File: src/rtl/gri_map.vh
`ifndef GRI_MAP_VH
`define GRI_MAP_VH

// ----------------------------------------------------------------
// Bus addressing
// ----------------------------------------------------------------
`define GRI_WR_ADDR     8'ha2
`define GRI_RD_ADDR     8'ha3
`define GRI_BIT_LAST    4'h7
`define GRI_BIT_FIRST   4'h0

// ----------------------------------------------------------------
// Stack layout
// ----------------------------------------------------------------
`define GRI_PTR_OOR     8'h80
`define GRI_PTR_ONE     8'h01
`define GRI_CTL_FIRST   7'h00
`define GRI_CTL_LAST    7'h01
`define GRI_REG_SEC     7'h02
`define GRI_REG_MIN     7'h03
`define GRI_REG_HOUR    7'h04
`define GRI_REG_DAY     7'h05
`define GRI_REG_WDAY    7'h06
`define GRI_REG_MON     7'h07
`define GRI_REG_YEAR    7'h08
`define GRI_ALM_FIRST   7'h09
`define GRI_ALM_LAST    7'h0f
`define GRI_OFF_HOUR    7'h3b
`define GRI_OFF_MIN     7'h3c
`define GRI_OFF_SEC     7'h3d
`define GRI_OFF_DST     7'h3e
`define GRI_OFF_RATE    7'h3f
`define GRI_STACK_DEPTH 128

// ----------------------------------------------------------------
// Setting mode codes
// ----------------------------------------------------------------
`define GRI_SET_YEAR    8'h00
`define GRI_MON_LO      8'h01
`define GRI_MON_HI      8'h12
`define GRI_MON_GAP_LO  8'h09
`define GRI_MON_GAP_HI  8'h10
`define GRI_SEL_PLUS    4'h1
`define GRI_SEL_MINUS   4'h2
`define GRI_SEL_DST_OFF 4'h1
`define GRI_SEL_DST_ON  4'h2
`define GRI_SIGN_BIT    7
`define GRI_HOUR_MASK   8'h3f
`define GRI_DST_ON      8'h01
`define GRI_DST_OFF     8'h00
`define GRI_ZERO        8'h00

`endif

File: src/rtl/gri_reg_stack.v
`include "gri_map.vh"

// Operation
// - Acts as standard I2C slave; master keeps bit rate at or below 100kbps.
// - Answers address byte 0xA2 for writes and 0xA3 for reads.
// - First write byte after address is the stack pointer; data follows until Stop.
// - Acknowledge low after every byte written to our address; foreign address unanswered.
// - Pointer-only write loads pointer and changes no register.
// - Pointer advances by one after each written data byte, holding at 0x80.
// - Data written past 0x7F is acknowledged but discarded.
// - Read-only locations keep contents; time group writes go to time logic only.
// - Read starts at current pointer, left by pointer write, writes or reads.
// - Reads past 0x7F return zero.
// - Stop then Start, or repeated Start, both keep pointer between write and read.
// - Year 00 with month 01..12 enters setting mode; year write updates and saves.
// - Selector accepted only as 11, 12, 21 or 22; time fields unchecked.
// - Setting mode fills offset registers 0x3B..0x3F like a direct write.
// - Offset spans +/-23:59:59 at 1s steps, plus separate one hour DST.
module gri_reg_stack (
	input  wire       clock,      // 25 MHz device clock
	input  wire       nrst,       // Synchronous reset, active low
	input  wire       scl_i,      // Bus clock level
	input  wire       sda_i,      // Bus data level
	output wire       sda_o,      // Bus data drive value, always low
	output wire       sda_oe,     // High while pulling data low
	input  wire       sys_wr,     // Device side stack update strobe
	input  wire [6:0] sys_addr,   // Device side update location
	input  wire [7:0] sys_data,   // Device side update value
	output wire       time_wr,    // Pulse: master wrote a time group register
	output wire [6:0] time_addr,  // Time group location written
	output wire [7:0] time_data,  // Time group value written
	output wire       nvm_save,   // Pulse: offsets changed by setting mode
	output wire       bus_busy    // High from Start until Stop, foreign address or read NACK
);

	localparam S_IDLE  = 3'h0;
	localparam S_RX    = 3'h1;
	localparam S_RXEND = 3'h2;
	localparam S_ACK   = 3'h3;
	localparam S_TX    = 3'h4;
	localparam S_TXEND = 3'h5;
	localparam S_MACK  = 3'h6;
	localparam S_TXLD  = 3'h7;

	reg  [7:0] mem [0:`GRI_STACK_DEPTH-1];
	reg  [2:0] st_q;
	reg  [3:0] bit_q;
	reg  [7:0] sh_q, tx_q, ptr_q;
	reg        scl_q, sda_q, oe_q, is_addr_q, first_q, rw_q;
	reg        time_wr_q, nvm_save_q;
	reg  [6:0] time_addr_q;
	reg  [7:0] time_data_q, set_hr_q, set_mn_q, set_se_q, set_mon_q;
	reg  [7:0] setting_selector_code_q;
	integer    i;

	// ----------------------------------------------------------------
	// Decode helpers
	// ----------------------------------------------------------------
	function is_direct;
		input [6:0] a;
		begin
			is_direct = (a <= `GRI_CTL_LAST) ||
				(a >= `GRI_ALM_FIRST && a <= `GRI_ALM_LAST) ||
				(a >= `GRI_OFF_HOUR && a <= `GRI_OFF_RATE);
		end
	endfunction
	function is_time;
		input [6:0] a;
		begin
			is_time = (a >= `GRI_REG_SEC) && (a <= `GRI_REG_YEAR);
		end
	endfunction
	function [7:0] ptr_inc;
		input [7:0] p;
		begin
			ptr_inc = p[7] ? p : p + `GRI_PTR_ONE;
		end
	endfunction

	// ----------------------------------------------------------------
	// Bus condition detection
	// ----------------------------------------------------------------
	wire scl_rise = scl_i & ~scl_q;
	wire scl_fall = ~scl_i & scl_q;
	// Start and Stop are data edges while the bus clock stays high
	wire bus_start = scl_i & scl_q & sda_q & ~sda_i;
	wire bus_stop  = scl_i & scl_q & ~sda_q & sda_i;

	wire [7:0] rd_byte = ptr_q[7] ? `GRI_ZERO : mem[ptr_q[6:0]];

	wire sel_ok = (setting_selector_code_q[7:4] == `GRI_SEL_PLUS ||
		setting_selector_code_q[7:4] == `GRI_SEL_MINUS) &&
		(setting_selector_code_q[3:0] == `GRI_SEL_DST_OFF ||
		setting_selector_code_q[3:0] == `GRI_SEL_DST_ON);
	wire mon_ok = (set_mon_q >= `GRI_MON_LO && set_mon_q <= `GRI_MON_GAP_LO) ||
		(set_mon_q >= `GRI_MON_GAP_HI && set_mon_q <= `GRI_MON_HI);

	assign sda_o     = 1'b0;
	assign sda_oe    = oe_q;
	assign time_wr   = time_wr_q;
	assign time_addr = time_addr_q;
	assign time_data = time_data_q;
	assign nvm_save  = nvm_save_q;
	assign bus_busy  = (st_q != S_IDLE);

	// ----------------------------------------------------------------
	// Slave sequencer and stack
	// ----------------------------------------------------------------
	// standard slave
	always @(posedge clock) begin
		if (!nrst) begin
			st_q        <= S_IDLE;
			bit_q       <= `GRI_BIT_FIRST;
			sh_q        <= `GRI_ZERO;
			tx_q        <= `GRI_ZERO;
			ptr_q       <= `GRI_ZERO;
			scl_q       <= 1'b1;
			sda_q       <= 1'b1;
			oe_q        <= 1'b0;
			is_addr_q   <= 1'b0;
			first_q     <= 1'b0;
			rw_q        <= 1'b0;
			time_wr_q   <= 1'b0;
			time_addr_q <= `GRI_REG_SEC;
			time_data_q <= `GRI_ZERO;
			nvm_save_q  <= 1'b0;
			set_hr_q    <= `GRI_ZERO;
			set_mn_q    <= `GRI_ZERO;
			set_se_q    <= `GRI_ZERO;
			setting_selector_code_q <= `GRI_ZERO;
			set_mon_q   <= `GRI_ZERO;
			for (i = 0; i < `GRI_STACK_DEPTH; i = i + 1) begin
				mem[i] <= `GRI_ZERO;
			end
		end else begin
			scl_q      <= scl_i;
			sda_q      <= sda_i;
			time_wr_q  <= 1'b0;
			nvm_save_q <= 1'b0;
			// Device side updates lose to a master write in the same cycle
			if (sys_wr) begin
				mem[sys_addr] <= sys_data;
			end
			if (bus_start) begin
				st_q      <= S_RX;
				bit_q     <= `GRI_BIT_FIRST;
				is_addr_q <= 1'b1;
				first_q   <= 1'b0;
				oe_q      <= 1'b0;
			end else if (bus_stop) begin
				st_q <= S_IDLE;
				oe_q <= 1'b0;
			end else begin
				case (st_q)
				S_RX: begin
					if (scl_rise) begin
						sh_q  <= {sh_q[6:0], sda_i};
						bit_q <= bit_q + 4'h1;
						if (bit_q == `GRI_BIT_LAST) begin
							st_q <= S_RXEND;
						end
					end
				end
				S_RXEND: begin
					if (scl_fall) begin
						if (is_addr_q) begin
							is_addr_q <= 1'b0;
							if (sh_q == `GRI_WR_ADDR) begin
								rw_q    <= 1'b0;
								first_q <= 1'b1;
								oe_q    <= 1'b1;
								st_q    <= S_ACK;
							end else if (sh_q == `GRI_RD_ADDR) begin
								rw_q <= 1'b1;
								oe_q <= 1'b1;
								st_q <= S_ACK;
							end else begin
								st_q <= S_IDLE;
							end
						end else begin
							oe_q <= 1'b1;
							st_q <= S_ACK;
							if (first_q) begin
								first_q <= 1'b0;
								ptr_q   <= sh_q;
							end else begin
								ptr_q <= ptr_inc(ptr_q);
								if (!ptr_q[7]) begin
									if (is_direct(ptr_q[6:0])) begin
										mem[ptr_q[6:0]] <= sh_q;
									end
									if (is_time(ptr_q[6:0])) begin
										time_wr_q   <= 1'b1;
										time_addr_q <= ptr_q[6:0];
										time_data_q <= sh_q;
									end
									case (ptr_q[6:0])
									`GRI_REG_SEC:  set_se_q <= sh_q;
									`GRI_REG_MIN:  set_mn_q <= sh_q;
									`GRI_REG_HOUR: set_hr_q <= sh_q;
									`GRI_REG_DAY:  setting_selector_code_q <= sh_q;
									`GRI_REG_MON:  set_mon_q <= sh_q;
									default: ;
									endcase
									if (ptr_q[6:0] == `GRI_REG_YEAR &&
										sh_q == `GRI_SET_YEAR && mon_ok && sel_ok) begin
										mem[`GRI_OFF_HOUR] <= (set_hr_q & `GRI_HOUR_MASK) |
											{(setting_selector_code_q[7:4] ==
											`GRI_SEL_MINUS), 7'h00};
										mem[`GRI_OFF_MIN]  <= set_mn_q;
										mem[`GRI_OFF_SEC]  <= set_se_q;
										mem[`GRI_OFF_DST]  <=
											(setting_selector_code_q[3:0] ==
											`GRI_SEL_DST_ON) ? `GRI_DST_ON : `GRI_DST_OFF;
										mem[`GRI_OFF_RATE] <= set_mon_q;
										nvm_save_q <= 1'b1;
									end
								end
							end
						end
					end
				end
				S_ACK: begin
					if (scl_fall) begin
						bit_q <= `GRI_BIT_FIRST;
						if (rw_q) begin
							tx_q  <= rd_byte;
							oe_q  <= ~rd_byte[7];
							ptr_q <= ptr_inc(ptr_q);
							st_q  <= S_TX;
						end else begin
							oe_q <= 1'b0;
							st_q <= S_RX;
						end
					end
				end
				S_TX: begin
					if (scl_rise) begin
						bit_q <= bit_q + 4'h1;
						if (bit_q == `GRI_BIT_LAST) begin
							st_q <= S_TXEND;
						end
					end else if (scl_fall) begin
						tx_q <= {tx_q[6:0], 1'b0};
						oe_q <= ~tx_q[6];
					end
				end
				S_TXEND: begin
					// Release data so the master can answer
					if (scl_fall) begin
						oe_q <= 1'b0;
						st_q <= S_MACK;
					end
				end
				S_MACK: begin
					if (scl_rise) begin
						st_q <= sda_i ? S_IDLE : S_TXLD;
					end
				end
				S_TXLD: begin
					if (scl_fall) begin
						bit_q <= `GRI_BIT_FIRST;
						tx_q  <= rd_byte;
						oe_q  <= ~rd_byte[7];
						ptr_q <= ptr_inc(ptr_q);
						st_q  <= S_TX;
					end
				end
				default: begin
					st_q <= S_IDLE;
				end
				endcase
			end
		end
	end
endmodule

File: config.mk
export PLATFORM = sky130hd
export DESIGN_NAME = gri_reg_stack
export DESIGN_NICKNAME = d
export VERILOG_FILES = /design/src/rtl/gri_reg_stack.v
export VERILOG_INCLUDE_DIRS = /design/src /design/src/rtl
export SDC_FILE = /design/constraint.sdc
export NUM_CORES = 2
export LEC_CHECK = 0
export BUFFER_PORTS_ARGS = -buffer_cell sky130_fd_sc_hd__buf_4
export CORE_ASPECT_RATIO = 1.1
export CORE_MARGIN = 2
export CORE_UTILIZATION = 65
export CTS_BUF_LIST = sky130_fd_sc_hd__clkbuf_4 sky130_fd_sc_hd__clkbuf_8
export CTS_CLUSTER_DIAMETER = 30
export DETAILED_ROUTE_END_ITERATION = 10
export PLACE_DENSITY_LB_ADDON = 0.25
export SETUP_SLACK_MARGIN = 0.15
export SLEW_MARGIN = 20
export SYNTH_ARGS = -nofsm -noshare
export SYNTH_HDL_FRONTEND = slang
export SYNTH_SLANG_ARGS = --single-unit
File: constraint.sdc
create_clock -name clock -period 3.7 [get_ports clock]
set_input_delay 0.555 -clock clock [delete_from_list [all_inputs] [get_ports clock]]
set_output_delay 0.555 -clock clock [all_outputs]
set_load 0.01 [all_outputs]
Word level (Yosys, flattened, before mapping). Memories as Yosys holds them, arrays and structs flattened. A register that Yosys moved wholly into a read port is not among the register bits. Cells that the tools add are included.

Order comparisons: 11. Multipliers: 0. $add $sub $neg: 2. Div/mod/pow operators: 0. Shifts and indexed selects: 0. Mux-type cells: 91. Reductions and logical operators: 46. Bitwise operators: 42. Eq/ne operators: 52.

Operators by type and width (count): $mux 8 (15); $reduce_and 8->1 (9); $mux 7 (9); $mux 1 (46); $ne 4x4->1 const B (10); $mux 3 (12); $eq 7x7->1 const B (5); $ne 2x2->1 const B (14); $pmux 8 s3 (1); $reduce_or 8->1 (3); $eq 7x3->1 const B (3); $pmux 3 s7 (1); $pmux 7 s3 (1); $not 1->1 (19); $reduce_and 9->1 (2); $and 1x1->1 (17); $eq 8x8->1 const B (2); $eq 7x2->1 const B (2); $le 7x4->1 const B (2); $eq 3x3->1 const B (4); $reduce_and 4->1 (3); $logic_and 1x1->1 (9); $reduce_bool 3->1 (3); $add 8x1->8 const B (1); 31 further kinds (51).

Output and inout port bits: 20. Memory bits (writable): 1024. Register bits: 91. Memories: 1. Word-level logic and storage cells: 266. Memory bits (read-only): 0. Input port bits: 20. Latch bits: 0.

Memory list: mem (words 128, width 8, read ports 1, clocked after memory_dff 1, write ports 128, RTL line gri_reg_stack.v:45) `` reg [7:0] mem [0:`GRI_STACK_DEPTH-1]; ``.

Depth between registers and ports, before layout.
Depth after elaboration: 24. Mapped depth: 11. Gate-level depth less buffers: 8.

Worst setup path before layout. No wires, ideal clock.

Path kind: reg-to-reg. From: register ptr_q[1]. To: memory mem[59][0] (enable). Buffers on the path: 2. Required time: 3.406 ns. Stages on the path, launching flop included: 10. Setup slack: 0.951 ns. Clock period less this slack: 2.749 ns. Library setup time: 0.294 ns. Arrival: 2.455 ns. Cells stage by stage: dfxtp_1 buf_2 inv_1 ha_1 or4_1 o211ai_2 a311oi_4 and2_1 buf_4 or3b_1.

RTL lines: from (decl) (RTL line gri_reg_stack.v:48) `reg [7:0] sh_q, tx_q, ptr_q;`; from (signal assigned) (RTL line gri_reg_stack.v:116) `` ptr_q <= `GRI_ZERO; ``; from (signal assigned) (RTL line gri_reg_stack.v:185) `ptr_q <= sh_q;`; from (signal assigned) (RTL line gri_reg_stack.v:187) `ptr_q <= ptr_inc(ptr_q);`; to (decl) (RTL line gri_reg_stack.v:45).

==> metrics.yaml <==
status:
  outcome: "completed"
synthesis:
  ys_types: 85
  syn-num-nets: 4148
  syn_inst: 4123
  yosys-top-cells-area: "edfxtp_1 57%, and2_1 9.9%, mux4_2 8.8%, dfxtp_1 3.9%, o21ai_0 2.4%"
  synth-seq-cells: 1122
  synth_top_area_share_pct: 56.9
  synth_edf_count: 1017
  synth_top_area_cell: "edfxtp_1"
  synth_warnings: 0
  synthArstFlopShare_pct: 0
  syn_area_per_cell_um2: 13.0
  yosysSeqAreaShare_pct: 60.8
  synth_flop_cell: "edfxtp_1"
  syn_area_um2: 53700
routing:
  wl_per_cell_um: 27.0
  dr_total_vias: 35800
  via_per_inst: 6.56
  drc_errors: 0
  drt_first_pass_iters: 6
  routed_wl_um: 148000
  drtAntennaViolNets: 0
  drt-initial-drc-count: 4149
layout:
  final_cells: 5458
  final_common_cell: "edfxtp_1"
  areaGrowthSynthToFinish_pct: 11.4
  final_cell_mix: "1017 x edfxtp_1, 853 x and2_1, 254 x o21ai_0, 252 x buf_4, 227 x nand2_1"
  drive_above_1_share_pct: 19.8
  nets: 4250
clock_network:
  cts_resized: 0
  cts_max_path_buffers: 3
  cts_hold_buf: 3
  cts_tree: "built"
  cts_setup_buffers: 0
  clkTransAtPathRegs_ns: 0.06
  clk_latency_ns: 0.89
  clockRootBuffer: "clkbuf_8"
  numCtsBuffers: 194
  htreeDepth: 4
  clkSinkCount: 1122
power:
  p_leak_nw: 20.4
  vdd_drop_max_uv: 521
  switchingPower_mw: 7.38
  p_per_area_nw_per_um2: 496
  pwr-share-clk_pct: 40.4
  power_frac_comb_pct: 10.3
  p_int_mw: 22.3
  switching_share_pct: 24.9
  seqPwrFrac_pct: 49.3
worst_setup_path:
  rrSetupSlack_ns: 0.44
  arrival_ns: 3.75
  rr_endpoint: "mem[15][7]"
  start_kind: "flip-flop"
  cp_top_family: "compound AO/OA/AOI/OAI gates"
  worstSetupPathType: "reg2reg"
  cp.required_ns: 4.19
  rr_startpoint: "ptr_q[1]"
  crit_chain: "inv_1, ha_1, or4_1, o211ai_2, a311oi_2, and2_0, inv_1, o211ai_1"
  r2r_cells: 8
  crit_buf_inv: 2
  crit_top_cell: "inv_1"
  critPathSlowestCell: "dfxtp_1"
  slowest_delay_ns: 0.55
  cp_max_fo: 13
  endpoint_kind: "flip-flop"
placed_design:
  dp_hpwl_um: 96900
  placed_cells_incl_taps: 5090
  place.port_buffers: 38
  gp_routability_congestion: 0.971
timing:
  hold_viol_final: 0
  post-route-period-util_pct: 88.1
  tightest_slew_ns: 0.977
  fmax_mhz: 307
  finalCriticalPeriod_ns: 3.26
  tns_ns: 0
  relSlewSlack_pct: 34.2
  rsz0062_at_grt: "false"
  final_max_slew_viol_count: 0
  skew_ns: 0.0322
  setup_viol: 0
global_route:
  grt_pass1_vias: 35500
  gr-total-overflow: 0
  antenna_found_initial: 2
  grt_usage_pct: 35.3
  grt_max_degree: 150
  grt_first_pass_wirelength_um: 221000
floorplanning:
  pin_count: 40
  start_util_pct: 65.6
  die_x_um: 278
  core_um2: 81800
  dieArea_um2: 84900
  chipHeight_um: 305
  fp-row-count: 110
flow_run:
  maxCapViolations: 0
hold_path:
  holdPathStages: 3
  whs_endpoint: "mem[63][6]"
  hold_class: "in2reg"
  worstHoldStart: "sys_data[6]"
-- cell type report --
| class | instances | area (um^2) |
|---|---|---|
| multi-input combinational | 2608 | 19400 |
| clock buffer | 242 | 3070 |
| clock inverter | 122 | 1090 |
| inverter | 32 | 120 |
| antenna | 1 | 2.50 |
| timing repair buffer | 267 | 2150 |
| sequential | 1122 | 32700 |
| fill | 5302 | 22000 |
| tap | 1064 | 1330 |
-- cell families after synthesis --
kind of cell    count (synthesis)  synth area share (%)
fa+ha+maj                       6                 0.135
xor+xnor                        6                0.0979
other cells                     1               0.00699
buf+inv                       393                  3.13
mux                           356                  11.6
flops                        1122                  60.8
simple gates                 1614                  16.9
compound gates                625                  7.35
-- flip-flops by register name, indices dropped and copies added (netlist names), named ones only --
register,cells
scl_q,1
first_q,1
rw_q,1
bit_q,4
set_hr_q,6
ptr_q,8
tx_q,7
setting_selector_code_q,8
is_addr_q,1
sda_oe,1
set_mon_q,8
time_wr,1
nvm_save,1
set_se_q,8
time_data,8
mem,1024
time_addr,7
sh_q,8
st_q,3
set_mn_q,8
sda_q,1
-- Yosys cell counts, drive strengths merged (4+ instances only) --
master	count
edfxtp	1017
and2	857
clkbuf	267
o21ai	261
nand2	233
mux4	210
nor2	187
mux2i	117
dfxtp	105
buf	94
a22oi	85
a21oi	79
nand3	79
and3	58
or3	57
nor2b	55
o31ai	37
o22ai	35
inv	31
o211ai	30
mux2	29
nor3	20
a21boi	19
a221oi	18
a31oi	15
nor3b	15
nand2b	12
nor4	10
nand4	7
o311ai	7
o41ai	6
a311oi	5
ha	5
nand3b	5
xor2	5
o221a	4
-- tightest hold or removal path, cell delays in order --
cell,delay (ns)
buf_4,0.17
nand3_1,0.08
a21oi_1,0.06
-- worst max-delay path by stage --
stage / from / endpoint / slack [ns] / cells after the start
after detailed placement: ptr_q[1] / mem[12][4] / 0.53 / 8
after global routing: ptr_q[1] / mem[15][7] / 0.23 / 8
after global placement: scl_i / mem[12][6] / 0.67 / 7
final: ptr_q[1] / mem[15][7] / 0.44 / 8
after floorplan: ptr_q[1] / mem[59][0] / 0.95 / 9
after CTS: ptr_q[1] / mem[12][5] / 0.51 / 8
-- power by group through the flow --
stage          logic (mW)  clock network [mW]  registers, mW
2_1_floorplan        2.04                   0           14.7
3_3_place_gp         2.97                   0           14.9
3_5_place_dp         3.01                   0           14.9
4_1_cts              3.03                12.1           14.6
5_1_grt              3.18                12.6           14.7
6_report             3.06                12.0           14.6
-- metrics by stage --
| step | util (%) | hold WS (ns) | setup WS (ns) | cell area, um^2 | total power [mW] |
|---|---|---|---|---|---|
| finish | 73.1 | 0.168 | 0.441 | 59800 | 29.7 |
| global route | 73.1 | 0.139 | 0.231 | 59800 | 30.5 |
| CTS | 73.1 | 0.0969 | 0.509 | 59800 | 29.7 |
| floorplan | - | 0.444 | 0.951 | 53700 | 16.8 |
| detailed placement | 68.0 | 0.458 | 0.531 | 55600 | 17.9 |
| global placement | 68.0 | 0.453 | 0.675 | 55600 | 17.8 |
-- metal layers --
metal / vias up / track usage, % / part of all wire, %
li1: 15500 / - / -
met1: 17700 / 45.8 / 36
met2: 2119 / 55.5 / 48
met3: 485 / 7.95 / 10
met4: 0 / 20.2 / 6.2
met5: - / 0 / 0
(Power assumes the default switching activity.)
